### src/pfs_consts.vh
/*
 header of constants for the parallel flash programmer controller:
 command codes, protect location, timing figures.
 assumes a 25 MHz controller clock; included by bare name.
*/
`ifndef PFS_CONSTS_VH
`define PFS_CONSTS_VH

// ********************************
// command codes
// ********************************
`define PFS_CMD_READ 8'h00
`define PFS_CMD_PROG 8'h40
`define PFS_CMD_PVFY 8'hc0
`define PFS_CMD_ERASE 8'h20
`define PFS_CMD_EVFY 8'ha0
`define PFS_CMD_RESET 8'hff

// ********************************
// protect control location
// ********************************
`define PFS_PROTECT_ADDR 17'h0ffff
`define PFS_PROTECT_MASK 8'h03
`define PFS_ERASED_BYTE 8'hff
`define PFS_ZERO_BYTE 8'h00

// ********************************
// timing
// ********************************
`define PFS_CLK_MHZ 25
`define PFS_PROG_US 20
`define PFS_ERASE_MS 20
`define PFS_PROG_CYC (`PFS_PROG_US * `PFS_CLK_MHZ)
`define PFS_ERASE_CYC (`PFS_ERASE_MS * 1000 * `PFS_CLK_MHZ)
`define PFS_STROBE_CYC 4

// ********************************
// user operations
// ********************************
`define PFS_OP_READ 3'h0
`define PFS_OP_PROGRAM 3'h1
`define PFS_OP_ERASE 3'h2
`define PFS_OP_RESET 3'h3
`define PFS_OP_PROTECT 3'h4

`endif

### src/pfs_host.v
/*
 parallel flash programmer controller: drives the flash device's
 strobes, address and data pins to read, program (with verify loop),
 erase (with pre-zero and verify loop), reset, and protect readout.
 assumes data pins come back asynchronously and are synchronised here;
 the device's write-permit select and programming voltage pins are held.
*/
`timescale 1ns/1ps
`include "pfs_consts.vh"

// Behaviour
// - each operation chosen by writing a command byte on data pins
// - wait at least 20 us after program data cycle
// - program-verify after each program, repeat until data matches; code stops after MAX_TRIES programs and sets o_fail
// - wait at least 20 ms after second erase cycle
// - program every location to 00 before first erase; code zeroes only i_addr to i_addr_end
// - erase-verify after each erase, repeat until it passes; code stops after MAX_TRIES failed verifies and sets o_fail
// - repeat erases need no programming to 00 beforehand
// - write cycle: permit high, chip select low, output enable high
module pfs_host #(
  parameter ADDR_W = 17,
  parameter PROG_CYC = `PFS_PROG_CYC,
  parameter ERASE_CYC = `PFS_ERASE_CYC,
  parameter MAX_TRIES = 25
) (
  // clock and reset
  input wire i_clk,
  input wire i_reset,
  // user request
  input wire i_start,
  input wire [2:0] i_op,
  input wire [ADDR_W-1:0] i_addr,
  input wire [ADDR_W-1:0] i_addr_end,
  input wire [7:0] i_data,
  output wire o_ready,
  output reg o_done,
  output reg o_fail,
  output reg [7:0] o_rdata,
  output reg o_protected,
  // device pins
  output reg [ADDR_W-1:0] o_addr,
  output reg [7:0] o_dq_out,
  output reg o_dq_oe_n,
  input wire [7:0] i_dq_in,
  output reg o_ce_n,
  output reg o_oe_n,
  output reg o_we_n,
  output reg o_write_permit_select,
  output reg o_programming_voltage_mode_pin
);

  // ********************************
  // states
  // ********************************
  localparam S_IDLE = 4'h0;
  localparam S_WR = 4'h1;
  localparam S_RD = 4'h2;
  localparam S_WAIT = 4'h3;
  localparam S_DISPATCH = 4'h4;
  localparam S_FINISH = 4'h5;

  // step codes held in step_reg
  localparam T_READ = 4'h0;
  localparam T_PCMD = 4'h1;
  localparam T_PDAT = 4'h2;
  localparam T_PVCMD = 4'h3;
  localparam T_PVRD = 4'h4;
  localparam T_ZCMD = 4'h5;
  localparam T_ZDAT = 4'h6;
  localparam T_ZVCMD = 4'h7;
  localparam T_ZVRD = 4'h8;
  localparam T_E1 = 4'h9;
  localparam T_E2 = 4'ha;
  localparam T_EVCMD = 4'hb;
  localparam T_EVRD = 4'hc;
  localparam T_R1 = 4'hd;
  localparam T_R2 = 4'he;
  localparam T_RCMD = 4'hf;

  reg [3:0] state_reg;
  reg [3:0] step_reg;
  reg [2:0] op_reg;
  reg [ADDR_W-1:0] cur_reg;
  reg [ADDR_W-1:0] end_reg;
  reg [ADDR_W-1:0] base_reg;
  reg [7:0] data_reg;
  reg [2:0] phase_reg;
  reg [24:0] wait_reg;
  reg [7:0] tries_reg;
  reg [7:0] dq_meta_reg;
  reg [7:0] dq_sync_reg;

  assign o_ready = (state_reg == S_IDLE);

  // is this step a write cycle
  function is_write;
    input [3:0] s;
    begin
      is_write = !(s == T_READ || s == T_PVRD || s == T_ZVRD || s == T_EVRD);
    end
  endfunction

  // data byte driven in a write step
  function [7:0] wr_byte;
    input [3:0] s;
    input [7:0] d;
    begin
      case (s)
        T_PCMD, T_ZCMD: wr_byte = `PFS_CMD_PROG;
        T_PDAT: wr_byte = d;
        T_ZDAT: wr_byte = `PFS_ZERO_BYTE;
        T_PVCMD, T_ZVCMD: wr_byte = `PFS_CMD_PVFY;
        T_E1, T_E2: wr_byte = `PFS_CMD_ERASE;
        T_EVCMD: wr_byte = `PFS_CMD_EVFY;
        T_RCMD: wr_byte = `PFS_CMD_READ;
        default: wr_byte = `PFS_CMD_RESET;
      endcase
    end
  endfunction

  // ********************************
  // data pin synchroniser
  // ********************************
  always @(posedge i_clk or posedge i_reset) begin
    if (i_reset) begin
      dq_meta_reg <= 8'h00;
      dq_sync_reg <= 8'h00;
    end else begin
      dq_meta_reg <= i_dq_in;
      dq_sync_reg <= dq_meta_reg;
    end
  end

  // ********************************
  // sequencer
  // ********************************
  always @(posedge i_clk or posedge i_reset) begin
    if (i_reset) begin
      state_reg <= S_IDLE;
      step_reg <= T_READ;
      op_reg <= 3'h0;
      cur_reg <= {ADDR_W{1'b0}};
      end_reg <= {ADDR_W{1'b0}};
      base_reg <= {ADDR_W{1'b0}};
      data_reg <= 8'h00;
      phase_reg <= 3'h0;
      wait_reg <= 25'h0000000;
      tries_reg <= 8'h00;
      o_done <= 1'b0;
      o_fail <= 1'b0;
      o_rdata <= 8'h00;
      o_protected <= 1'b0;
      o_addr <= {ADDR_W{1'b0}};
      o_dq_out <= 8'h00;
      o_dq_oe_n <= 1'b1;
      o_ce_n <= 1'b1;
      o_oe_n <= 1'b1;
      o_we_n <= 1'b1;
      o_write_permit_select <= 1'b0;
      o_programming_voltage_mode_pin <= 1'b0;
    end else begin
      o_done <= 1'b0;
      o_write_permit_select <= 1'b1;
      o_programming_voltage_mode_pin <= 1'b1;
      case (state_reg)
        S_IDLE: begin
          o_ce_n <= 1'b1;
          if (i_start) begin
            op_reg <= i_op;
            cur_reg <= i_addr;
            end_reg <= i_addr_end;
            base_reg <= i_addr;
            data_reg <= i_data;
            tries_reg <= 8'h00;
            o_fail <= 1'b0;
            phase_reg <= 3'h0;
            state_reg <= S_DISPATCH;
            case (i_op)
              `PFS_OP_PROGRAM: step_reg <= T_PCMD;
              `PFS_OP_ERASE: step_reg <= T_ZCMD;
              `PFS_OP_RESET: step_reg <= T_R1;
              `PFS_OP_PROTECT: step_reg <= T_RCMD;
              default: step_reg <= T_RCMD;
            endcase
            if (i_op == `PFS_OP_PROTECT) begin
              cur_reg <= `PFS_PROTECT_ADDR;
            end
          end
        end
        S_DISPATCH: begin
          phase_reg <= 3'h0;
          o_ce_n <= 1'b0;
          o_addr <= cur_reg;
          state_reg <= is_write(step_reg) ? S_WR : S_RD;
        end
        S_WR: begin
          o_oe_n <= 1'b1;
          o_dq_oe_n <= 1'b0;
          o_dq_out <= wr_byte(step_reg, data_reg);
          phase_reg <= phase_reg + 3'h1;
          o_we_n <= !(phase_reg >= 3'h1 && phase_reg < 3'h1 + `PFS_STROBE_CYC);
          if (phase_reg == 3'h1 + `PFS_STROBE_CYC + 3'h1) begin
            o_dq_oe_n <= 1'b1;
            wait_reg <= 25'h0000000;
            state_reg <= S_WAIT;
          end
        end
        S_RD: begin
          o_dq_oe_n <= 1'b1;
          o_oe_n <= 1'b0;
          phase_reg <= phase_reg + 3'h1;
          if (phase_reg == 3'h6) begin
            o_oe_n <= 1'b1;
            wait_reg <= 25'h0000000;
            state_reg <= S_WAIT;
          end
        end
        S_WAIT: begin
          wait_reg <= wait_reg + 25'h0000001;
          if ((step_reg == T_PDAT || step_reg == T_ZDAT) &&
              wait_reg < PROG_CYC[24:0] - 25'h1) begin
            state_reg <= S_WAIT;
          end else if (step_reg == T_E2 && wait_reg < ERASE_CYC[24:0] - 25'h1) begin
            state_reg <= S_WAIT;
          end else begin
            state_reg <= S_DISPATCH;
            case (step_reg)
              T_RCMD: step_reg <= T_READ;
              T_READ: begin
                o_rdata <= dq_sync_reg;
                if (op_reg == `PFS_OP_PROTECT) begin
                  o_protected <= (dq_sync_reg & `PFS_PROTECT_MASK) != `PFS_PROTECT_MASK;
                end
                state_reg <= S_FINISH;
              end
              T_PCMD: step_reg <= T_PDAT;
              T_PDAT: step_reg <= T_PVCMD;
              T_PVCMD: step_reg <= T_PVRD;
              T_PVRD: begin
                o_rdata <= dq_sync_reg;
                tries_reg <= tries_reg + 8'h01;
                if (dq_sync_reg == data_reg) begin
                  state_reg <= S_FINISH;
                end else if (tries_reg + 8'h01 >= MAX_TRIES[7:0]) begin
                  o_fail <= 1'b1;
                  step_reg <= T_R1;
                end else begin
                  step_reg <= T_PCMD;
                end
              end
              T_ZCMD: step_reg <= T_ZDAT;
              T_ZDAT: step_reg <= T_ZVCMD;
              T_ZVCMD: step_reg <= T_ZVRD;
              T_ZVRD: begin
                tries_reg <= tries_reg + 8'h01;
                if (dq_sync_reg == `PFS_ZERO_BYTE) begin
                  tries_reg <= 8'h00;
                  if (cur_reg == end_reg) begin
                    // held start address, the request inputs may have moved
                    cur_reg <= base_reg;
                    step_reg <= T_E1;
                  end else begin
                    cur_reg <= cur_reg + {{(ADDR_W-1){1'b0}}, 1'b1};
                    step_reg <= T_ZCMD;
                  end
                end else if (tries_reg + 8'h01 >= MAX_TRIES[7:0]) begin
                  o_fail <= 1'b1;
                  step_reg <= T_R1;
                end else begin
                  step_reg <= T_ZCMD;
                end
              end
              T_E1: step_reg <= T_E2;
              T_E2: step_reg <= T_EVCMD;
              T_EVCMD: step_reg <= T_EVRD;
              T_EVRD: begin
                if (dq_sync_reg != `PFS_ERASED_BYTE) begin
                  tries_reg <= tries_reg + 8'h01;
                  if (tries_reg + 8'h01 >= MAX_TRIES[7:0]) begin
                    o_fail <= 1'b1;
                    step_reg <= T_R1;
                  end else begin
                    step_reg <= T_E1;
                  end
                end else if (cur_reg == end_reg) begin
                  state_reg <= S_FINISH;
                end else begin
                  cur_reg <= cur_reg + {{(ADDR_W-1){1'b0}}, 1'b1};
                  step_reg <= T_EVCMD;
                end
              end
              T_R1: step_reg <= T_R2;
              default: state_reg <= S_FINISH;
            endcase
          end
        end
        S_FINISH: begin
          o_ce_n <= 1'b1;
          o_done <= 1'b1;
          state_reg <= S_IDLE;
        end
        default: state_reg <= S_IDLE;
      endcase
    end
  end

endmodule

### config.mk
export PLATFORM = sky130hd
export DESIGN_NAME = pfs_host
export DESIGN_NICKNAME = d
export VERILOG_FILES = /design/src/pfs_host.v
export VERILOG_INCLUDE_DIRS = /design/src
export SDC_FILE = /design/constraint.sdc
export NUM_CORES = 1
export LEC_CHECK = 0
export BUFFER_PORTS_ARGS = -buffer_cell sky130_fd_sc_hd__buf_2
export CAP_MARGIN = 20
export CORE_UTILIZATION = 40
export CTS_CLUSTER_DIAMETER = 30
export CTS_CLUSTER_SIZE = 14
export DETAILED_ROUTE_END_ITERATION = 10
export GPL_TIMING_DRIVEN = 0
export PLACE_DENSITY = 0.65
export SLEW_MARGIN = 0
export SYNTH_ARGS = -nofsm -noshare
export SYNTH_HDL_FRONTEND = slang
export SYNTH_SLANG_ARGS = --single-unit
export TNS_END_PERCENT = 50
### constraint.sdc
create_clock -name i_clk -period 10.49 [get_ports i_clk]
set_clock_uncertainty 0.1 [all_clocks]
set_input_delay 1.5735 -clock i_clk [delete_from_list [all_inputs] [get_ports i_clk]]
set_output_delay 1.5735 -clock i_clk [all_outputs]
set_load 0.05 [all_outputs]
Word level (Yosys, flattened, before mapping)
Index checks and enable logic that the tools add are counted.

Bits in registers: 163. Input bits: 56. Output and inout port bits: 43.

Reduce and logical (&&, ||, !) cells: 34. Add/subtract/negate cells: 4. Equality and inequality tests: 43. Bitwise logic cells: 2. Order comparisons: 5. Mux-type cells: 60.

Operators with widths (number): two-way mux 17 bit (8); case mux 17 bit (2 select lines) (2); case mux 4 bit (14 select lines) (1); case mux 25 bit (2 select lines) (1); two-way mux 4 bit (12); case mux 8 bit (6 select lines) (1); two-way mux 8 bit (5); equality test 4 bit, second input constant (7); adder 25 x 1 -> 25 bit, second input constant (1); less-than comparator 25 x 19 -> 1 bit, second input constant (1); less-than comparator 25 x 9 -> 1 bit, second input constant (1); two-way mux 25 bit (1); equality test 4 x 3 -> 1 bit, second input constant (6); case mux 8 bit (3 select lines) (1); inequality test 3 bit, second input constant (7); adder 17 x 1 -> 17 bit, second input constant (1); equality test 17 bit (1); equality test 4 x 2 -> 1 bit, second input constant (4); case mux 4 bit (4 select lines) (1); case mux 8 bit (2 select lines) (1); AND reduction 8 bit (2); inequality test 15 x 7 -> 1 bit, second input constant (1); OR reduction 2 bit (7); two-way mux 1 bit (12); 35 further kinds (63).

Longest topological paths before layout
Gate-level depths: netlist of the first run.

Word-level depth: 8. Gate-level depth with buffers: 10.

Least setup slack after synthesis of the first run
Ideal clock, no wire load.

Kind: register to output. Start point: reg state_reg[0]. End point: out o_ready. Slack: 7272 ps. Stages on the path, launching flop included: 4. Data required time: 8816 ps. Arrival: 1545 ps. Cell sequence: dfrtp_1 > or2_2 > clkbuf_1 > nor2_1.

Cells in the longest elaborated chain, start to end: 1.

Ends and longest elaborated chain: start: declaration (RTL line pfs_host.v:80) `reg [3:0] state_reg;`; start signal: assignment (RTL line pfs_host.v:194) `state_reg <= is_write(step_reg) ? S_WR : S_RD;`; logical NOT 4 bit (RTL line pfs_host.v:93) `assign o_ready = (state_reg == S_IDLE);`; end: declaration (RTL line pfs_host.v:35) `output wire o_ready,`.

No other way between the ends.

Final worst setup path of the first run
Same ends and word-level chain as after synthesis.

==> results of run 1 <==
==> cells in the final DEF (no fill, tap or decap), types with 6 or more instances in the layout <==
cell type,count
mux2_2,42
a21oi_1,25
and2_1,6
ha_1,8
clkbuf_1,36
xor2_1,11
o21ai_0,31
buf_2,101
nand4_1,23
xnor2_1,32
o22ai_1,18
and3_1,7
nor4_1,10
inv_1,17
nor2b_1,7
nand3_1,34
dfrtp_1,158
nor2_1,50
clkbuf_16,17
mux2i_1,8
inv_6,8
o31ai_1,13
nor3_1,14
nand2_1,205
o21ai_1,12
==> power groups by stage <==
stage,registers [W],logic (W),clock network (W)
after CTS,0.000980,0.00112,0.000648
after global routing,0.00101,0.00123,0.000674
after detailed placement,0.000990,0.00111,0
after global placement,0.000987,0.00109,0
final,0.000980,0.00111,0.000635
after floorplan,0.00116,0.000656,0
==> per-layer routing <==
metal | GRT usage | up-vias
met2 | 0.324 | 166
met1 | 0.289 | 3115
met5 | 0 | -
li1 | - | 3184
met3 | 0.0363 | 26
met4 | 0.0728 | 0
==> how the worst min path moves through the flow <==
stage	slack [ns]	from	endpoint	cells past startpoint
final	0.25	dq_meta_reg[5]	dq_sync_reg[5]	0
after global routing	0.27	dq_meta_reg[2]	dq_sync_reg[2]	0
after CTS	0.25	dq_meta_reg[4]	dq_sync_reg[4]	0
after detailed placement	0.24	dq_meta_reg[4]	dq_sync_reg[4]	0
after global placement	0.23	dq_meta_reg[3]	dq_sync_reg[3]	0
after floorplan	0.23	dq_meta_reg[0]	dq_sync_reg[0]	0
==> cells by family (layout without fill, tap and decap cells) <==
| kind of cell | after synthesis | after routing |
|---|---|---|
| AOI/OAI and AO/OA | 137 | 137 |
| xor gates and xnor gates | 43 | 43 |
| adders and majority gates | 8 | 8 |
| buffers and inverters | 67 | 198 |
| DFF | 162 | 162 |
| muxes | 52 | 52 |
| other | 1 | 2 |
| and+or+nand+nor | 376 | 376 |
==> layout make-up <==
cell class | count | area, sq um | share of cell area
sequential | 162 | 4060 | 0.430
multi-input combinational | 617 | 3650 | 0.386
timing repair buffer | 99 | 518 | 0.0548
clock buffer | 18 | 429 | 0.0454
tap | 265 | 332 | 0.0351
buffer | 48 | 214 | 0.0226
clock inverter | 14 | 165 | 0.0175
inverter | 19 | 78.8 | 0.00834
antenna | 1 | 2.50 | 0.000265
==> stage by stage <==
step | hold WS (ns) | utilization | power (W) | instance area, sq um
2_1_floorplan | 0.231 | - | 0.00181 | 8000
3_3_place_gp | 0.232 | 0.452 | 0.00208 | 8820
3_5_place_dp | 0.236 | 0.453 | 0.00210 | 8850
4_1_cts | 0.254 | 0.484 | 0.00274 | 9450
5_1_grt | 0.267 | 0.484 | 0.00291 | 9450
6_report | 0.253 | 0.484 | 0.00272 | 9450
==> results.yml, run 1 <==
logic_synthesis:
  synth_area_per_cell_sq_um: 9.45
  synth-compound-area-share: 0.113
  syn_area_sq_um: 8000
  ys_seq_elements: 162
  synth-adder-area-share: 0.0125
  synth_cell_types: 60
  synth-simple-area-share: 0.211
  dominantRegCellSynth: "dfrtp_1"
  syn-num-nets: 910
  ys_async_sr_fraction: 1.00
  synth_edf_count: 0
  synth_top_family_by_area: "simple AND/OR/NAND/NOR gates"
  synth_commonest_cells: "nand2_1 (205), dfrtp_1 (158), nor2_1 (50)"
  synth_top_cells_by_area: "dfrtp_1 (49%), nand2_1 (9.6%), mux2_2 (5.9%), xnor2_1 (3.5%), nor2_1 (2.3%)"
  synth_warnings: 0
  synth_top_area_share: 0.495
  synth_top_area_cell: "dfrtp_1"
  syn_inst: 846
  yosys-mux-area-fraction: 0.0725
  synth_most_common_cell: "nand2_1"
  seq_area_frac_synth: 0.508
  synth_xor_area_frac: 0.0471
route:
  met1Wirelength_um: 9120
  drtIter0Drc: 475
  ant_nets: 0
  drc: 0
  wl_per_cell_um: 15.7
  vias: 6491
  routed_wl_um: 19500
  dr.pass1.iters: 5
  dr.max_layer_used: "met4"
  routed-wl-met3_um: 905
  met2_wirelength_um: 9140
  viasPerCell: 5.22
place:
  place_congestion: 0.863
  numPortBuffers: 98
  hpwlAfterDp_um: 14000
  dp.cells: 1210
  pre_cts_slack_ns: 7.28
power:
  pwr-share-comb: 0.407
  p_seq_frac: 0.360
  p_int_w: 0.00158
  p_leak_nw: 4.28
  clkPwrFrac: 0.233
  power_per_cell_area_nw_per_um2: 288
  sw_frac_of_total: 0.421
  p_switching_w: 0.00115
  max-vdd-ir-drop_v: 0.000173
setup_path:
  cp_top_family: "simple AND/OR/NAND/NOR gates"
  r2r_slack_ns: 7.46
  end_kind: "output pin"
  path_depth: 4
  rr_worst_depth: 5
  cp.arrival_ns: 1.91
  cp_cell_sequence: "or2_2 > clkbuf_1 > nor2_1 > buf_2"
  cp-start-kind: "flip-flop"
  path_class: "flip-flop to output pin"
  r2r_start: "state_reg[0]"
  worstReg2RegEnd: "o_addr[11]"
  max_stage_delay_ns: 0.43
  cp.buffers_inverters: 2
  critPathRequiredTime_ns: 8.82
  critical_path.endpoint: "o_ready"
  crit_slowest_cell: "dfrtp_1"
  worstPathMaxFanout: 7
  crit_start: "state_reg[0]"
global_routing:
  grt_overflow: 0
  grt_pass1_wl_um: 32900
  grt_pass1_vias: 6298
  grt_max_degree: 109
  antenna_found_initial: 1
  gr-usage-all-layers: 0.207
layout:
  nFillCells: 1895
  fin_cells: 1243
  area_growth_pct: 18.2
  largest_register_ffs: 25
  drive_gt1_frac: 0.203
  num-nets-final: 1028
sta:
  period_share: 0.342
  timing.fmax_ghz: 0.279
  hold_viol: 0
  rsz0062_at_grt: "no"
  finalWorstSetupSlack_ns: 6.91
  slew-limit-headroom: 0.277
  finalSetupTns_ns: 0
  finalMaxSlewViolations: 0
  max_slew.worst_pin.slew_ns: 1.08
  setup_violations: 0
  fin_crit_ns: 3.58
clocking:
  ctsResizeCount: 0
  htree_levels: 4
  clkSinkCount: 162
  tritoncts: "yes"
  hold_buffers: 0
  clk_pin_slew_ns: 0.07
  post_cts_buffers: 0
  numCtsBuffers: 17
  clk_latency_ns: 0.43
  clockRootBuffer: "clkbuf_16"
  ctsLongestPathBuffers: 2
floorplanning:
  start_util: 0.409
  std_cell_rows: 51
  fp.dieH_um: 143
  dieArea_sq_um: 20600
  io_pins: 99
  die-width_um: 143
  core_area_sq_um: 19500
worst_hold_path:
  min_path_type: "flip-flop to flip-flop"
flow_run:
  cap_viol_max_count: 0
run_status:
  status: "completed"
Note: power is estimated with default switching activity, not from simulation.
==> run 2, diff against run 1 <==
==> constraint.sdc (replaced) <==
create_clock -name i_clk -period 3.5 [get_ports i_clk]
set_clock_uncertainty 0.1 [all_clocks]
set_input_delay 0.525 -clock i_clk [delete_from_list [all_inputs] [get_ports i_clk]]
set_output_delay 0.525 -clock i_clk [all_outputs]
set_load 0.05 [all_outputs]
==> results.yml, run 2 (synthesis gave the netlist of run 1 again) <==
layout:
  area_growth_pct: 19.2
  layout_commonest_cell: "nand2_1"
  largest_register_ffs: 25
  antenna_cells: 0
  drive_gt1_frac: 0.203
  nFillCells: 1899
  num-nets-final: 1032
  final_core_util: 0.488
  final_cell_mix: "nand2_1 (205), dfrtp_1 (158), buf_2 (101), nor2_1 (50), mux2_2 (42)"
floorplanning:
  io_pins: 99
  start_util: 0.409
  die-width_um: 143
  fp.dieH_um: 143
  core_area_sq_um: 19500
  dieArea_sq_um: 20600
  std_cell_rows: 51
setup_path:
  cp-start-kind: "flip-flop"
  cp.arrival_ns: 3.23
  end_kind: "flip-flop"
  worstPathMaxFanout: 10
  path_class: "flip-flop to flip-flop"
  max_stage_delay_ns: 0.48
  cp_cell_sequence: "clkbuf_1 > xnor2_1 > nand3_1 > nor3_1 > nand3b_1 > buf_2 > mux2i_1 > o22ai_1 > mux2_1"
  critPathRequiredTime_ns: 3.71
  rr_worst_depth: 9
  crit_slowest_cell: "nand3b_1"
  r2r_slack_ns: 0.48
global_routing:
  grt_overflow: 0
  grt_pass1_vias: 6517
  grt_max_degree: 41
  gr-usage-all-layers: 0.205
  grt_pass1_wl_um: 32800
  antenna_found_initial: 1
power:
  p_switching_w: 0.00339
  sw_frac_of_total: 0.410
  p_int_w: 0.00487
  max-vdd-ir-drop_v: 0.000471
  p_leak_nw: 4.31
  clkPwrFrac: 0.238
  p_seq_frac: 0.356
  pwr-share-comb: 0.406
  finalPower_w: 0.00826
  power_per_cell_area_nw_per_um2: 866
clocking:
  post_cts_buffers: 0
  hold_buffers: 0
  clk_latency_ns: 0.43
  numCtsBuffers: 17
  clockRootBuffer: "clkbuf_16"
  ctsLongestPathBuffers: 2
  ctsResizeCount: 0
  tritoncts: "yes"
  clk_pin_slew_ns: 0.07
  htree_levels: 4
  clkSinkCount: 162
sta:
  period_share: 0.863
  slew-limit-headroom: 0.433
  finalWorstSetupSlack_ns: 0.478
  max_slew.worst_pin.slew_ns: 0.849
  fin_crit_ns: 3.02
  finalMaxSlewViolations: 0
  rsz0062_at_grt: "no"
  finalSetupTns_ns: 0
  setup_violations: 0
  timing.fmax_ghz: 0.331
  hold_viol: 0
route:
  ant_nets: 0
  viasPerCell: 5.27
  drc: 0
  drtIter0Drc: 505
  routed_wl_um: 19600
  wl_per_cell_um: 15.8
  dr.pass1.iters: 4
  vias: 6556
place:
  place_congestion: 0.897
  numPortBuffers: 98
  hpwlAfterDp_um: 14400
  pre_cts_slack_ns: 0.465
worst_hold_path:
  min_path_type: "input pin to flip-flop"
  hold_depth: 1
flow_run:
  cap_viol_max_count: 0
run_status:
  status: "completed"
[run 2: layout make-up]
cell class / instances / area, sq um / share of cell area
Clock inverter: 11 / 179 / 0.0188
Tap cell: 265 / 332 / 0.0348
Sequential cell: 162 / 4060 / 0.426
Timing Repair Buffer: 103 / 592 / 0.0621
Clock buffer: 19 / 433 / 0.0454
Multi-Input combinational cell: 617 / 3650 / 0.383
Inverter: 19 / 75.1 / 0.00787
Buffer: 48 / 214 / 0.0224
[run 2: worst max-delay path, delay by kind of cell (launching register included)]
family	cells	cell delay [ns]
muxes	2	0.47
xor gates and xnor gates	1	0.18
buffers and inverters	2	0.73
and+or+nand+nor	3	1.01
DFF	1	0.32
AOI/OAI and AO/OA	1	0.09
[run 2: through the flow]
stage | hold WS (ns) | std cells | area, sq um
6_report | 0.101 | 1244 | 9530
5_1_grt | 0.0859 | 1244 | 9530
4_1_cts | 0.0877 | 1243 | 9520
3_5_place_dp | 0.237 | 1213 | 8910
3_3_place_gp | 0.234 | 1209 | 8820
2_1_floorplan | 0.231 | 846 | 8000
[run 2: worst paths after layout]
check                               startpoint              to
worst max-delay path               cur_reg[10]     cur_reg[16]
worst min-delay path                i_dq_in[0]  dq_meta_reg[0]
worst max register to register     cur_reg[10]     cur_reg[16]
worst min register to register  dq_meta_reg[4]  dq_sync_reg[4]
max in group asynchronous              i_reset          o_oe_n
min in group asynchronous              i_reset  dq_meta_reg[1]
[run 2: power by group through the flow]
stage                     clock, W  combinational (W)  sequential, W
final                      0.00197            0.00335        0.00294
after global routing       0.00206            0.00369        0.00303
after CTS                  0.00199            0.00335        0.00294
after detailed placement         0            0.00334        0.00297
after global placement           0            0.00327        0.00296
after floorplan                  0            0.00197        0.00347
[run 2: metal layers]
layer  share of wire  up-vias  global-route usage
met5         0.00051        -                   0
met4           0.014        2              0.0616
met3           0.053       27              0.0400
met2            0.46      202               0.325
met1            0.47     3139               0.283
li1                -     3186                   -
